<file path="src/hw/gemle_map.svh">
// Constants for the guest entry register load and event injection block
`ifndef GEMLE_MAP_SVH
`define GEMLE_MAP_SVH
`define GEMLE_IDX_FS_BASE 32'hC000_0100
`define GEMLE_IDX_GS_BASE 32'hC000_0101
`define GEMLE_IDX_CTRL_HI 24'h00_0008
`define GEMLE_IDX_EXT_FEAT 32'hC000_0080
`define GEMLE_LMA_BIT 10
`define GEMLE_IF_BIT 9
`define GEMLE_IO_PRIVILEGE_LEVEL_LO 12
`define GEMLE_VIF_BIT 19
`define GEMLE_RF_BIT 16
`define GEMLE_DELIV_ERR_BIT 11
`define GEMLE_TYPE_LO 8
`define GEMLE_VALID_BIT 31
`define GEMLE_VEC_GP 8'h0D
`define GEMLE_VEC_DF 8'h08
`define GEMLE_DF_CODE 32'h0000_0000
`endif

</file>
<file path="src/hw/gemle_pkg.sv">
// Types for the guest entry register load and event injection block
package gemle_pkg;
    // Main sequencer states
    typedef enum logic [3:0] {
        IDLE, FETCH, WAITREC, CHECK, WRITE, INJECT, DELIVER, PUSH, NESTED, DONE, FAIL
    } gemle_state_t;
    // Interruption types
    typedef enum logic [2:0] {
        EXT_INT = 3'h0, RSVD1 = 3'h1, NMI = 3'h2, HW_EXC = 3'h3,
        SW_INT = 3'h4, PRIV_SW_EXC = 3'h5, SW_EXC = 3'h6, OTHER = 3'h7
    } gemle_itype_t;
endpackage : gemle_pkg

</file>
<file path="src/hw/gemle_entry.sv">
// Guest entry: register load walk followed by event injection
`timescale 1ns/1ns
`default_nettype none
`include "gemle_map.svh"
module gemle_entry (
    input wire logic ref_clk,
    input wire logic rst,
    input wire logic entryStart, // Pulse: begin a guest entry
    input wire logic entryInMgmtMode, // Entry began in management_interrupt_mode
    input wire logic [31:0] loadCount, // Number of load records
    input wire logic [127:0] recData, // Record read data
    input wire logic recValid, // Record read data valid
    input wire logic idxMgmtOnly, // Indexed register is management-mode only
    input wire logic idxForbidden, // Model forbids loading on entry
    input wire logic writeWouldFault, // Ordinary write would fault at privilege 0
    input wire logic [31:0] intrInfo, // Entry interruption field
    input wire logic [31:0] entryErrCode, // Entry error-code field
    input wire logic [31:0] entryInstrLen, // Entry instruction length
    input wire logic [63:0] guestFlags, // Loaded guest_flags_word
    input wire logic [63:0] guestIp, // Loaded guest_instruction_pointer
    input wire logic v86Mode, // Guest will be in 8086 mode
    input wire logic v86Ext, // v86_mode_extensions enabled
    input wire logic redirBit, // Redirection bitmap bit for the vector
    input wire logic [1:0] descPriv, // descriptor_privilege of target
    input wire logic [1:0] curPriv, // current_privilege
    input wire logic deliveryFault, // Delivery met a nested exception
    input wire logic [7:0] nestVector, // Vector of that nested exception
    input wire logic [31:0] excBitmap, // Exception bitmap
    input wire logic virtNmiCtl, // Virtual-NMI execution control
    output logic watchCancel, // Pulse: cancel address-range watch
    output logic recRead, // Request next record
    output logic [31:0] recIndex, // Record number requested
    output logic msrWrite, // Pulse: write register
    output logic [31:0] msrIdx, // Register index written
    output logic [63:0] msrData, // Value written
    output logic entryFail, // Pulse: entry failed, restore host state
    output logic entryDone, // Pulse: entry complete
    output logic deliverVec, // Pulse: deliver through descriptor table, or vector table when useVecTable
    output logic useVecTable, // Delivery uses table at linear address zero
    output logic [7:0] deliverVector, // Vector being delivered
    output logic mtfPending, // Monitor-trap exit pending
    output logic guestExit, // Pulse: nested exception exits
    output logic [63:0] exitSavedIp, // Pointer saved on exit
    output logic pushValid, // Pulse: stack word valid
    output logic [63:0] pushWord, // Stack word
    output logic vnmiBlock, // Virtual-NMI blocking after entry
    output logic debugRegWrite // Debug register update, held low
);
    ////////////////////////////////////////////////////////////////////////
    // State
    gemle_pkg::gemle_state_t state, next_state;
    logic [31:0] recCnt, next_recCnt; // Records processed
    logic [1:0] pushCnt, next_pushCnt; // Stack words pushed
    logic nestCnt, next_nestCnt; // Nested exceptions seen
    logic nestedPath, next_nestedPath; // Delivery met a nested exception
    logic checkStrobe; // Record check pulse
    logic recordFail; // Verdict for the checked record
    logic bufWe; // Push buffer write
    logic [1:0] bufWa; // Push buffer address
    logic [63:0] bufWd; // Push buffer data
    logic [63:0] bufRd; // Push buffer read data
    logic [127:0] recHold, next_recHold; // Held record
    gemle_pkg::gemle_itype_t iType; // Interruption type
    logic [63:0] pushFlags; // Flags image to push
    logic [63:0] pushIp; // Pointer to push
    logic redirected; // Redirected 8086 interrupt case
    logic next_watchCancel, next_recRead, next_msrWrite, next_entryFail, next_entryDone;
    logic next_deliverVec, next_useVecTable, next_mtfPending, next_guestExit;
    logic next_pushValid, next_vnmiBlock;
    logic [31:0] next_msrIdx;
    logic [63:0] next_msrData, next_exitSavedIp, next_pushWord;
    logic [7:0] next_deliverVector;

    // True for software-originated types
    function automatic logic isSoft(input gemle_pkg::gemle_itype_t t);
        isSoft = (t == gemle_pkg::SW_INT) || (t == gemle_pkg::PRIV_SW_EXC)
            || (t == gemle_pkg::SW_EXC);
    endfunction : isSoft

    ////////////////////////////////////////////////////////////////////////
    // Record checker and push store
    gemle_rec_check u_check (
        .ref_clk(ref_clk),
        .rst(rst),
        .checkStrobe(checkStrobe),
        .record(recHold),
        .entryInMgmtMode(entryInMgmtMode),
        .idxMgmtOnly(idxMgmtOnly),
        .idxForbidden(idxForbidden),
        .writeWouldFault(writeWouldFault),
        .recordFail(recordFail)
    );
    gemle_push_buf u_buf (
        .ref_clk(ref_clk),
        .writeEn(bufWe),
        .writeAddr(bufWa),
        .writeData(bufWd),
        .readAddr(pushCnt),
        .readData(bufRd)
    );

    ////////////////////////////////////////////////////////////////////////
    // Injection values
    always_comb begin
        iType = gemle_pkg::gemle_itype_t'(intrInfo[`GEMLE_TYPE_LO +: 3]);
        // 8086 redirection through the vector table
        redirected = (iType == gemle_pkg::SW_INT) && v86Mode && v86Ext && !redirBit;
        pushFlags = guestFlags;
        if (redirected && (guestFlags[`GEMLE_IO_PRIVILEGE_LEVEL_LO +: 2] != 2'h3)) begin
            pushFlags[`GEMLE_IO_PRIVILEGE_LEVEL_LO +: 2] = 2'h3;
            pushFlags[`GEMLE_IF_BIT] = guestFlags[`GEMLE_VIF_BIT];
        end
        // Software types add the instruction length
        pushIp = isSoft(iType) ? guestIp + {32'h0000_0000, entryInstrLen} : guestIp;
        // Nested exception keeps the pointer unadjusted
        if (nestedPath) begin
            pushIp = guestIp;
        end
    end

    ////////////////////////////////////////////////////////////////////////
    // Next state
    always_comb begin
        next_state = state;
        next_recCnt = recCnt;
        next_pushCnt = pushCnt;
        next_nestCnt = nestCnt;
        next_nestedPath = nestedPath;
        next_recHold = recHold;
        next_watchCancel = 1'b0;
        next_recRead = 1'b0;
        next_msrWrite = 1'b0;
        next_msrIdx = msrIdx;
        next_msrData = msrData;
        next_entryFail = 1'b0;
        next_entryDone = 1'b0;
        next_deliverVec = 1'b0;
        next_useVecTable = useVecTable;
        next_deliverVector = deliverVector;
        next_mtfPending = mtfPending;
        next_guestExit = 1'b0;
        next_exitSavedIp = exitSavedIp;
        next_pushValid = 1'b0;
        next_pushWord = pushWord;
        next_vnmiBlock = vnmiBlock;
        checkStrobe = 1'b0;
        bufWe = 1'b0;
        bufWa = 2'h0;
        bufWd = 64'h0000_0000_0000_0000;
        case (state)
            gemle_pkg::IDLE: begin
                if (entryStart) begin
                    next_watchCancel = 1'b1;
                    next_recCnt = 32'h0000_0000;
                    next_mtfPending = 1'b0;
                    next_vnmiBlock = 1'b0;
                    next_nestedPath = 1'b0;
                    next_nestCnt = 1'b0;
                    next_state = gemle_pkg::FETCH;
                end
            end
            gemle_pkg::FETCH: begin
                // Walk records in order up to count
                if (recCnt == loadCount) begin
                    next_state = gemle_pkg::INJECT;
                end else begin
                    next_recRead = 1'b1;
                    next_state = gemle_pkg::WAITREC;
                end
            end
            gemle_pkg::WAITREC: begin
                if (recValid) begin
                    next_recHold = recData;
                    next_state = gemle_pkg::CHECK;
                end
            end
            gemle_pkg::CHECK: begin
                checkStrobe = 1'b1;
                next_state = gemle_pkg::WRITE;
            end
            gemle_pkg::WRITE: begin
                if (recordFail) begin
                    next_state = gemle_pkg::FAIL;
                end else begin
                    // Register write of the record value
                    next_msrWrite = 1'b1;
                    next_msrIdx = recHold[31:0];
                    next_msrData = recHold[127:64];
                    if (recHold[31:0] == `GEMLE_IDX_EXT_FEAT) begin
                        next_msrData[`GEMLE_LMA_BIT] = 1'b0;
                    end
                    next_recCnt = recCnt + 32'h0000_0001;
                    next_state = gemle_pkg::FETCH;
                end
            end
            gemle_pkg::INJECT: begin
                if (!intrInfo[`GEMLE_VALID_BIT]) begin
                    next_state = gemle_pkg::DONE;
                end else if (iType == gemle_pkg::OTHER) begin
                    next_mtfPending = (intrInfo[7:0] == 8'h00);
                    next_state = gemle_pkg::DONE;
                end else if (iType == gemle_pkg::RSVD1) begin
                    next_state = gemle_pkg::DONE;
                end else begin
                    next_deliverVec = 1'b1;
                    next_deliverVector = intrInfo[7:0];
                    next_useVecTable = redirected;
                    next_vnmiBlock = (iType == gemle_pkg::NMI) && virtNmiCtl;
                    next_state = gemle_pkg::DELIVER;
                end
            end
            gemle_pkg::DELIVER: begin
                if (deliveryFault || ((iType == gemle_pkg::SW_INT && !redirected
                        || iType == gemle_pkg::SW_EXC) && descPriv < curPriv)) begin
                    next_nestedPath = 1'b1;
                    next_state = gemle_pkg::NESTED;
                end else begin
                    next_state = gemle_pkg::PUSH;
                end
                next_pushCnt = 2'h0;
                bufWe = 1'b1;
                bufWd = pushFlags;
            end
            gemle_pkg::NESTED: begin
                if (excBitmap[nestVector[4:0]]) begin
                    next_guestExit = 1'b1;
                    next_exitSavedIp = guestIp;
                    next_state = gemle_pkg::DONE;
                end else begin
                    next_state = gemle_pkg::PUSH;
                end
            end
            gemle_pkg::PUSH: begin
                // Pointer, error code, then drain
                bufWe = 1'b1;
                bufWa = pushCnt + 2'h1;
                if (pushCnt == 2'h0) begin
                    bufWd = pushIp;
                end else if (nestedPath) begin
                    // External flag; double fault code zero
                    bufWd = {32'h0000_0000, nestCnt ? `GEMLE_DF_CODE
                        : {31'h0000_0000, !isSoft(iType) || iType == gemle_pkg::PRIV_SW_EXC}};
                end else begin
                    bufWd = {32'h0000_0000, entryErrCode};
                end
                next_pushValid = (pushCnt != 2'h0);
                next_pushWord = bufRd;
                next_pushCnt = pushCnt + 2'h1;
                if (pushCnt == 2'h3 || (pushCnt == 2'h2 && !nestedPath
                        && !intrInfo[`GEMLE_DELIV_ERR_BIT])) begin
                    next_state = gemle_pkg::DONE;
                end
            end
            gemle_pkg::DONE: begin
                next_entryDone = 1'b1;
                next_state = gemle_pkg::IDLE;
            end
            gemle_pkg::FAIL: begin
                next_entryFail = 1'b1;
                next_state = gemle_pkg::IDLE;
            end
            default: begin
                next_state = gemle_pkg::IDLE;
            end
        endcase
    end

    ////////////////////////////////////////////////////////////////////////
    // Registers
    always_ff @(posedge ref_clk) begin
        if (rst) begin
            state <= gemle_pkg::IDLE;
            recCnt <= 32'h0000_0000;
            pushCnt <= 2'h0;
            nestCnt <= 1'b0;
            nestedPath <= 1'b0;
            recHold <= 128'h0;
            watchCancel <= 1'b0;
            recRead <= 1'b0;
            recIndex <= 32'h0000_0000;
            msrWrite <= 1'b0;
            msrIdx <= 32'h0000_0000;
            msrData <= 64'h0000_0000_0000_0000;
            entryFail <= 1'b0;
            entryDone <= 1'b0;
            deliverVec <= 1'b0;
            useVecTable <= 1'b0;
            deliverVector <= 8'h00;
            mtfPending <= 1'b0;
            guestExit <= 1'b0;
            exitSavedIp <= 64'h0000_0000_0000_0000;
            pushValid <= 1'b0;
            pushWord <= 64'h0000_0000_0000_0000;
            vnmiBlock <= 1'b0;
        end else begin
            state <= next_state;
            recCnt <= next_recCnt;
            pushCnt <= next_pushCnt;
            nestCnt <= next_nestCnt;
            nestedPath <= next_nestedPath;
            recHold <= next_recHold;
            watchCancel <= next_watchCancel;
            recRead <= next_recRead;
            recIndex <= recCnt;
            msrWrite <= next_msrWrite;
            msrIdx <= next_msrIdx;
            msrData <= next_msrData;
            entryFail <= next_entryFail;
            entryDone <= next_entryDone;
            deliverVec <= next_deliverVec;
            useVecTable <= next_useVecTable;
            deliverVector <= next_deliverVector;
            mtfPending <= next_mtfPending;
            guestExit <= next_guestExit;
            exitSavedIp <= next_exitSavedIp;
            pushValid <= next_pushValid;
            pushWord <= next_pushWord;
            vnmiBlock <= next_vnmiBlock;
        end
    end
    // Debug state is never written by injection
    always_ff @(posedge ref_clk) begin
        debugRegWrite <= 1'b0;
    end
endmodule : gemle_entry
`default_nettype wire

</file>
<file path="src/hw/gemle_push_buf.sv">
// Small memory holding the words pushed onto the guest stack
`timescale 1ns/1ns
`default_nettype none
module gemle_push_buf (
    input wire logic ref_clk,
    input wire logic writeEn,
    input wire logic [1:0] writeAddr,
    input wire logic [63:0] writeData,
    input wire logic [1:0] readAddr,
    output logic [63:0] readData
);
    logic [63:0] mem [0:3]; // Push words: flags, pointer, error code, spare
    // Write and registered read
    always_ff @(posedge ref_clk) begin
        if (writeEn) begin
            mem[writeAddr] <= writeData;
        end
        readData <= mem[readAddr];
    end
endmodule : gemle_push_buf
`default_nettype wire

</file>
<file path="src/hw/gemle_rec_check.sv">
// Combinational-to-registered check of one register load record
`timescale 1ns/1ns
`default_nettype none
`include "gemle_map.svh"
module gemle_rec_check (
    input wire logic ref_clk,
    input wire logic rst,
    input wire logic checkStrobe,
    input wire logic [127:0] record,
    input wire logic entryInMgmtMode,
    input wire logic idxMgmtOnly,
    input wire logic idxForbidden,
    input wire logic writeWouldFault,
    output logic recordFail
);
    ////////////////////////////////////////////////////////////////////////
    logic next_recordFail; // Next failure verdict
    logic [31:0] idx; // Register index of the record
    always_comb begin
        idx = record[31:0];
        next_recordFail = recordFail;
        if (checkStrobe) begin
            next_recordFail = (idx == `GEMLE_IDX_FS_BASE) || (idx == `GEMLE_IDX_GS_BASE)
                || (idx[31:8] == `GEMLE_IDX_CTRL_HI)
                || (idxMgmtOnly && !entryInMgmtMode) || idxForbidden
                || (record[63:32] != 32'h0000_0000)
                || writeWouldFault;
        end
    end
    // Register the verdict
    always_ff @(posedge ref_clk) begin
        if (rst) begin
            recordFail <= 1'b0;
        end else begin
            recordFail <= next_recordFail;
        end
    end
endmodule : gemle_rec_check
`default_nettype wire

</file>
<file path="config.mk">
export PLATFORM = sky130hd
export DESIGN_NAME = gemle_entry
export DESIGN_NICKNAME = d
export VERILOG_FILES = /design/src/hw/gemle_pkg.sv /design/src/hw/gemle_entry.sv /design/src/hw/gemle_push_buf.sv /design/src/hw/gemle_rec_check.sv
export VERILOG_INCLUDE_DIRS = /design/src /design/src/hw
export SDC_FILE = /design/constraint.sdc
export NUM_CORES = 1
export LEC_CHECK = 0
export ABC_CLOCK_PERIOD_IN_PS = 8000
export BUFFER_PORTS_ARGS = -buffer_cell sky130_fd_sc_hd__buf_2
export CAP_MARGIN = 20
export CORE_AREA = 2 2 282 284
export DETAILED_ROUTE_END_ITERATION = 8
export DIE_AREA = 0 0 284 286
export PLACE_DENSITY = 0.6
export REMOVE_ABC_BUFFERS = 1
export SYNTH_ARGS = -nofsm -noshare
export SYNTH_HDL_FRONTEND = slang
export SYNTH_SLANG_ARGS = --single-unit
</file>
<file path="constraint.sdc">
create_clock -name ref_clk -period 8 [get_ports ref_clk]
set_clock_uncertainty 0.05 [all_clocks]
set_input_delay 1.6 -clock ref_clk [delete_from_list [all_inputs] [get_ports ref_clk]]
set_output_delay 1.6 -clock ref_clk [all_outputs]
set_load 0.1 [all_outputs]
</file>
# After elaboration in Yosys (flattened, before gate mapping)
# Memory sizes are Yosys's and may differ from the RTL's. A register that Yosys moved wholly into a read port is not among the register bits.
# Index checks and enable logic that the tools add are counted.
# op_classes
add_sub_neg	3
order_cmp	2
eq_ne	33
mux	47
n_bitwise	10
n_reduce_logical	53
# op_table
op	count
64-bit two-way mux	3
64-bit one-hot mux with 2 select lines	1
32-bit == test, second input constant	3
32-bit two-way mux	3
64-bit by 32-bit adder with 64-bit output	1
32-bit one-hot mux with 2 select lines	1
4-bit two-way mux	9
4-bit one-hot mux with 9 select lines	1
32-bit by 1-bit adder with 32-bit output, second input constant	1
32-bit == test	1
32-bit nonzero test	1
24-bit by 4-bit == test with 1-bit output, second input constant	1
1-bit two-way mux	21
2-bit != test, second input constant	10
4-bit by 3-bit == test with 1-bit output, second input constant	4
3-bit == test, second input constant	4
4-bit == test, second input constant	3
1-bit logical OR	12
2-bit OR reduction	6
1-bit logical AND	10
1-bit inverter	10
2-bit nonzero test	5
3-bit AND reduction	3
4-bit by 2-bit == test with 1-bit output, second input constant	2
20 further kinds	32
# totals
register_bits	443
mem_bits_rw	256
inputBits	441
out_inout_bits	276
wordCells	172
memories	1
# memory_table
memory	words	width	rd	rd_ports_with_merged_regs	wr	line_no	rtl
u_buf.mem	4	64	1	1	1	gemle_push_buf.sv:12	logic [63:0] mem [0:3];

# Logic depth before layout (Yosys ltp)
# depth
word_depth	11
mapped_depth	11

# By module
# From an unflattened synthesis, not the netlist that was laid out.
# unflattened
cells_unflattened	2949
hier_area_um2	30714.5
# modules_own_cells
module	n_inst	cells_each	area_per_inst_um2	seq_area_each_um2
gemle_entry	1	2516	19879.1	8848.5
gemle_push_buf	1	402	10622.7	8968.6
gemle_rec_check	1	31	212.7	20.0

# Worst setup path before layout
# Ideal clock, no wire load.
# synth_timing
path_kind	reg2reg
from	register state[2]
to	memory u_buf.mem[1][0] (enable)
t_arrival_ns	5.874
slack_ns	1.511
path_stages_with_launch	7
period_less_slack_ns	6.489
path_cell_list	dfxtp_1 nor2b_1 and2_1 clkbuf_1 nand2_1 clkbuf_1 nor3_1
# synth_via
elab_chain_len	5
word_cells_on_any_way	7
cone_classes	eq/ne: 2; mux: 4; reduce/logical: 1
# synth_lines
element	line_no	rtl
from (decl)	gemle_entry.sv:51	gemle_pkg::gemle_state_t state, next_state;
from (signal assigned)	gemle_entry.sv:272	state <= gemle_pkg::IDLE;
from (signal assigned)	gemle_entry.sv:296	state <= next_state;
4-bit by 3-bit == test with 1-bit output	gemle_entry.sv:150	case (state)
2-bit OR reduction (no line)	n/a	
1-bit two-way mux	gemle_entry.sv:150	
1-bit two-way mux	gemle_push_buf.sv:15	if (writeEn) begin
1-bit two-way mux (implied by the code)	gemle_push_buf.sv:16	mem[writeAddr] <= writeData;
to (decl)	gemle_push_buf.sv:12	
# Parallel ways exist; a longest one is shown, timed or not.

# Worst setup path in the final report
# layout_timing
from	input port guestIp[0]
to	memory u_buf.mem[1][40], data pin
# layout_via
elab_chain_len	5
# layout_lines
element	line_no	rtl
from (decl)	gemle_entry.sv:20	input wire logic [63:0] guestIp,
64-bit by 32-bit adder with 64-bit output	gemle_entry.sv:114	pushIp = isSoft(iType) ? guestIp + {32'h0000_0000, entryInstrLen} : guestIp;
64-bit two-way mux	gemle_entry.sv:114	
64-bit two-way mux	gemle_entry.sv:116	if (nestedPath) begin
64-bit two-way mux	gemle_entry.sv:237	if (pushCnt == 2'h0) begin
64-bit one-hot mux with 2 select lines	gemle_entry.sv:150	
via bufWd[40]	gemle_entry.sv:60	logic [63:0] bufWd;
# The timed path passes the listed nets, and every way through them passes these cells.

==> qor.json <==
{
  "hold_path": {
    "worst_hold_path_type": "reg2reg",
    "worstHoldPathCells": 2,
    "whs_endpoint": "pushWord[13]$_SDFFE_PP0P_",
    "hold_path.startpoint": "u_buf.readData[13]$_DFF_P_"
  },
  "cells_and_area": {
    "synthToLayoutAreaGrowth_pct": 23.42,
    "fraction_of_final_layout_cells_sized_beyond_drive_strength_1": 0.2613,
    "post-route-cell-area_um2": 37810,
    "design.final.nets": 4074,
    "fillCellCount": 7472,
    "multiInputGateArea_um2": 12020,
    "storage_element_area_um2": 17850
  },
  "sta": {
    "timing.final.hold_violations": 0,
    "worst_margin_slew_ns": 1.086,
    "max_clock_freq_mhz": 215.3,
    "report.final.slew_viol_count": 0,
    "final_min_period_over_clock_period": 0.5807,
    "fin_hold_ws_ns": 0.3784,
    "finalCriticalPeriod_ns": 4.645,
    "setup_repair_after_global_routing_missed_its_margin": "false",
    "finalSetupViolCount": 0,
    "worst_max_slew_margin_expressed_relative_to_the_limit": 0.2763
  },
  "job": {
    "timing.max_cap.violations": 0
  },
  "cts": {
    "clkTransAtPathRegs_ns": 0.06,
    "htreeDepth": 3,
    "cts_buffer_depth": 3,
    "root_buffer": "clkbuf_16",
    "numClockSinks": 763,
    "clock_latency_ns": 0.63,
    "cts_tree": "yes",
    "holdBufCountCts": 0,
    "post_cts.repair.setup_buffers": 0,
    "cts_made_buffers": 82,
    "ctsResizeCount": 0
  },
  "synthesis": {
    "syn_area_um2": 30640,
    "yosys_cell_types": 73,
    "synth.mux.area_fraction": 0.08021,
    "synth_ff_type": "dfxtp_1",
    "synth.largest_area_cell": "dfxtp_1",
    "asyncSetResetFlopFracSynth": 0,
    "largest_family_of_logic_cells_by_synthesized_area": "simple AND/OR/NAND/NOR gates",
    "synthDominantCellAreaShare": 0.3313,
    "synth-compound-area-share": 0.1041,
    "synth_area_per_cell_um2": 10.31,
    "synth_simple_gate_area_frac": 0.1560,
    "synth.top_cells.by_area": "dfxtp_1, edfxtp_1, nand2_1",
    "ys_seq_area_frac": 0.5822,
    "synth-seq-cells": 763,
    "yosys.area_share.xor_xnor": 0.03345,
    "ys_warn_count": 0,
    "synth_adder_area_share": 0.01576,
    "count_of_flip_flops_with_a_built_in_enable_after_synthesis": 256,
    "postSynthCellCount": 2971
  },
  "die": {
    "die_y_um": 286,
    "placementRows": 103,
    "dieWidth_um": 284,
    "ios": 717,
    "design.die.area_um2": 81220,
    "core_um2": 78360,
    "initial_core_util": 0.3910
  },
  "worst_setup_path": {
    "timing.setup.critical_path_class": "in2reg",
    "r2r_end": "u_buf.mem[3][59]$_DFFE_PP_",
    "crit_path_arrival_time_ns": 4.94,
    "reg2reg_depth": 5,
    "setup.worst_path.end_class": "flip-flop",
    "cp-startpoint": "guestIp[0]",
    "regToRegStartpoint": "state[2]$_SDFFE_PP0P_",
    "worst-path-max-fanout": 16,
    "crit_path_start_kind": "input pin",
    "rrSetupSlack_ns": 4.14,
    "critical_path_required_ns": 8.29
  },
  "route": {
    "ant_nets": 0,
    "dr.pass1.iters": 7,
    "avgViaCountPerCell": 5.133,
    "via_count": 24236,
    "routed_wire_length_per_instance_um": 19.86,
    "post-route-drc-count": 0,
    "wl_um": 93780,
    "first_iter_violations": 1587
  },
  "global_routing": {
    "first_pass_grt_wire_length_um": 141400,
    "globalRoute.totalOverflow": 0,
    "antenna_violations_before_repair": 14,
    "gr-usage-all-layers": 0.2239,
    "grt_max_degree": 166,
    "number_of_global_route_vias_before_repair": 23656
  },
  "place": {
    "io_buffer_count": 693,
    "dpl_cell_area_um2": 35020,
    "detailedPlacementHpwl_um": 64830,
    "gp_routability_congestion": 0.8914
  },
  "pwr": {
    "power_density_nw_per_um2": 240.0,
    "power.static_leakage_uw": 0.01470,
    "worst_ir_drop_vdd_uv": 161.1,
    "fin_total_pwr_uw": 9074
  },
  "run_status": {
    "status": "finished clean"
  }
}
where the power goes:
part | internal, uW | total (uW) | switching, uW
Combinational | 330 | 1040 | 709
Clock | 2260 | 3870 | 1610
Sequential | 4090 | 4170 | 75.9
registers in the layout, indices dropped and copies added, names as in the netlist, 2 cells and up:
name	count
u_buf.mem	256
recHold	128
exitSavedIp	64
msrData	64
pushWord	64
u_buf.readData	64
msrIdx	32
recCnt	32
recIndex	32
deliverVector	8
state	4
pushCnt	2
critical path, cell delays in order:
cell and delay, ns:
buf_2 0.12, ha_1 0.22, fa_1 0.43, a211oi_1 0.30, o21bai_1 0.24, a211oi_1 0.41
o22ai_2 0.22, a2111oi_4 0.33, buf_4 0.32, nor3_1 0.11, xnor2_1 0.17, o21ai_0 0.45
logic make-up after synthesis:
kind of cell	after synthesis
AOI/OAI and AO/OA	570
DFF	763
buffers and inverters	214
muxes	153
xor gates and xnor gates	117
adders and majority gates	38
and+or+nand+nor	1115
other	1
worst max-delay path by stage:
stage               depth (start not counted)  slack [ns]                          end
finish                                     12        3.35   u_buf.mem[1][40]$_DFFE_PP_
global placement                           12        2.82   u_buf.mem[1][40]$_DFFE_PP_
global route                               12        3.22   u_buf.mem[1][40]$_DFFE_PP_
floorplan                                   6       -1.21  exitSavedIp[0]$_SDFFE_PP0P_
CTS                                        12        3.41   u_buf.mem[1][40]$_DFFE_PP_
detailed placement                         12        2.76   u_buf.mem[1][40]$_DFFE_PP_
per-layer routing:
layer | wire [um] | GRT usage
met1 | 39170 | 0.2853
met5 | 24 | 0
met3 | 6856 | 0.04474
met4 | 2162 | 0.06579
met2 | 45570 | 0.3854
cell usage after synthesis (18+ instances only):
cell / number
mux4_2: 74
dfxtp_1: 507
edfxtp_1: 256
nor2b_1: 42
nor4_1: 36
inv_1: 30
nor3_1: 28
nand3_1: 45
and3_1: 25
a31oi_1: 18
nor2_1: 176
xor2_1: 58
mux2i_1: 79
clkbuf_1: 150
o21ai_0: 55
o21ai_1: 25
xnor2_1: 59
ha_1: 37
a21oi_1: 380
nand2_1: 694
per-stage QoR:
stage | instances | setup WS (ns) | utilization | TNS (ns)
after CTS | 4713 | 3.407 | 0.4823 | 0
after detailed placement | 4561 | 2.760 | 0.4469 | 0
final | 4722 | 3.355 | 0.4826 | 0
after global placement | 4560 | 2.819 | 0.4467 | 0
after floorplan | 2788 | -1.208 | - | -118.04
after global routing | 4719 | 3.218 | 0.4825 | 0
area by class of cell:
cell class              count  share of cell area
inverters                  31            0.003077
flip-flops and latches    763              0.4720
well taps                1050             0.03474
clock buffers             116             0.06191
multi-input cells        1994              0.3178
clock inverters            36             0.01138
diodes                      9           0.0005956
repair buffers            723             0.09847
cell usage in the layout, fill, tap and decap left out, types with 18 or more instances in the layout:
cell | synthesis | routed
nand3_1 | 45 | 43
dfxtp_1 | 507 | 504
o21ai_1 | 25 | 25
nor2_1 | 176 | 174
xor2_1 | 58 | 58
ha_1 | 37 | 37
o21ai_0 | 55 | 55
buf_4 | 2 | 28
mux2i_1 | 79 | 79
nor4_1 | 36 | 36
inv_1 | 30 | 30
edfxtp_1 | 256 | 256
nand2_1 | 694 | 693
buf_2 | 8 | 692
mux4_2 | 74 | 74
clkbuf_16 | 0 | 83
clkbuf_1 | 150 | 19
xnor2_1 | 59 | 59
nor2b_1 | 42 | 41
and3_1 | 25 | 21
a21oi_1 | 380 | 379
nor3_1 | 28 | 26
a31oi_1 | 18 | 18
Note: power is estimated with default switching activity, not from simulation.
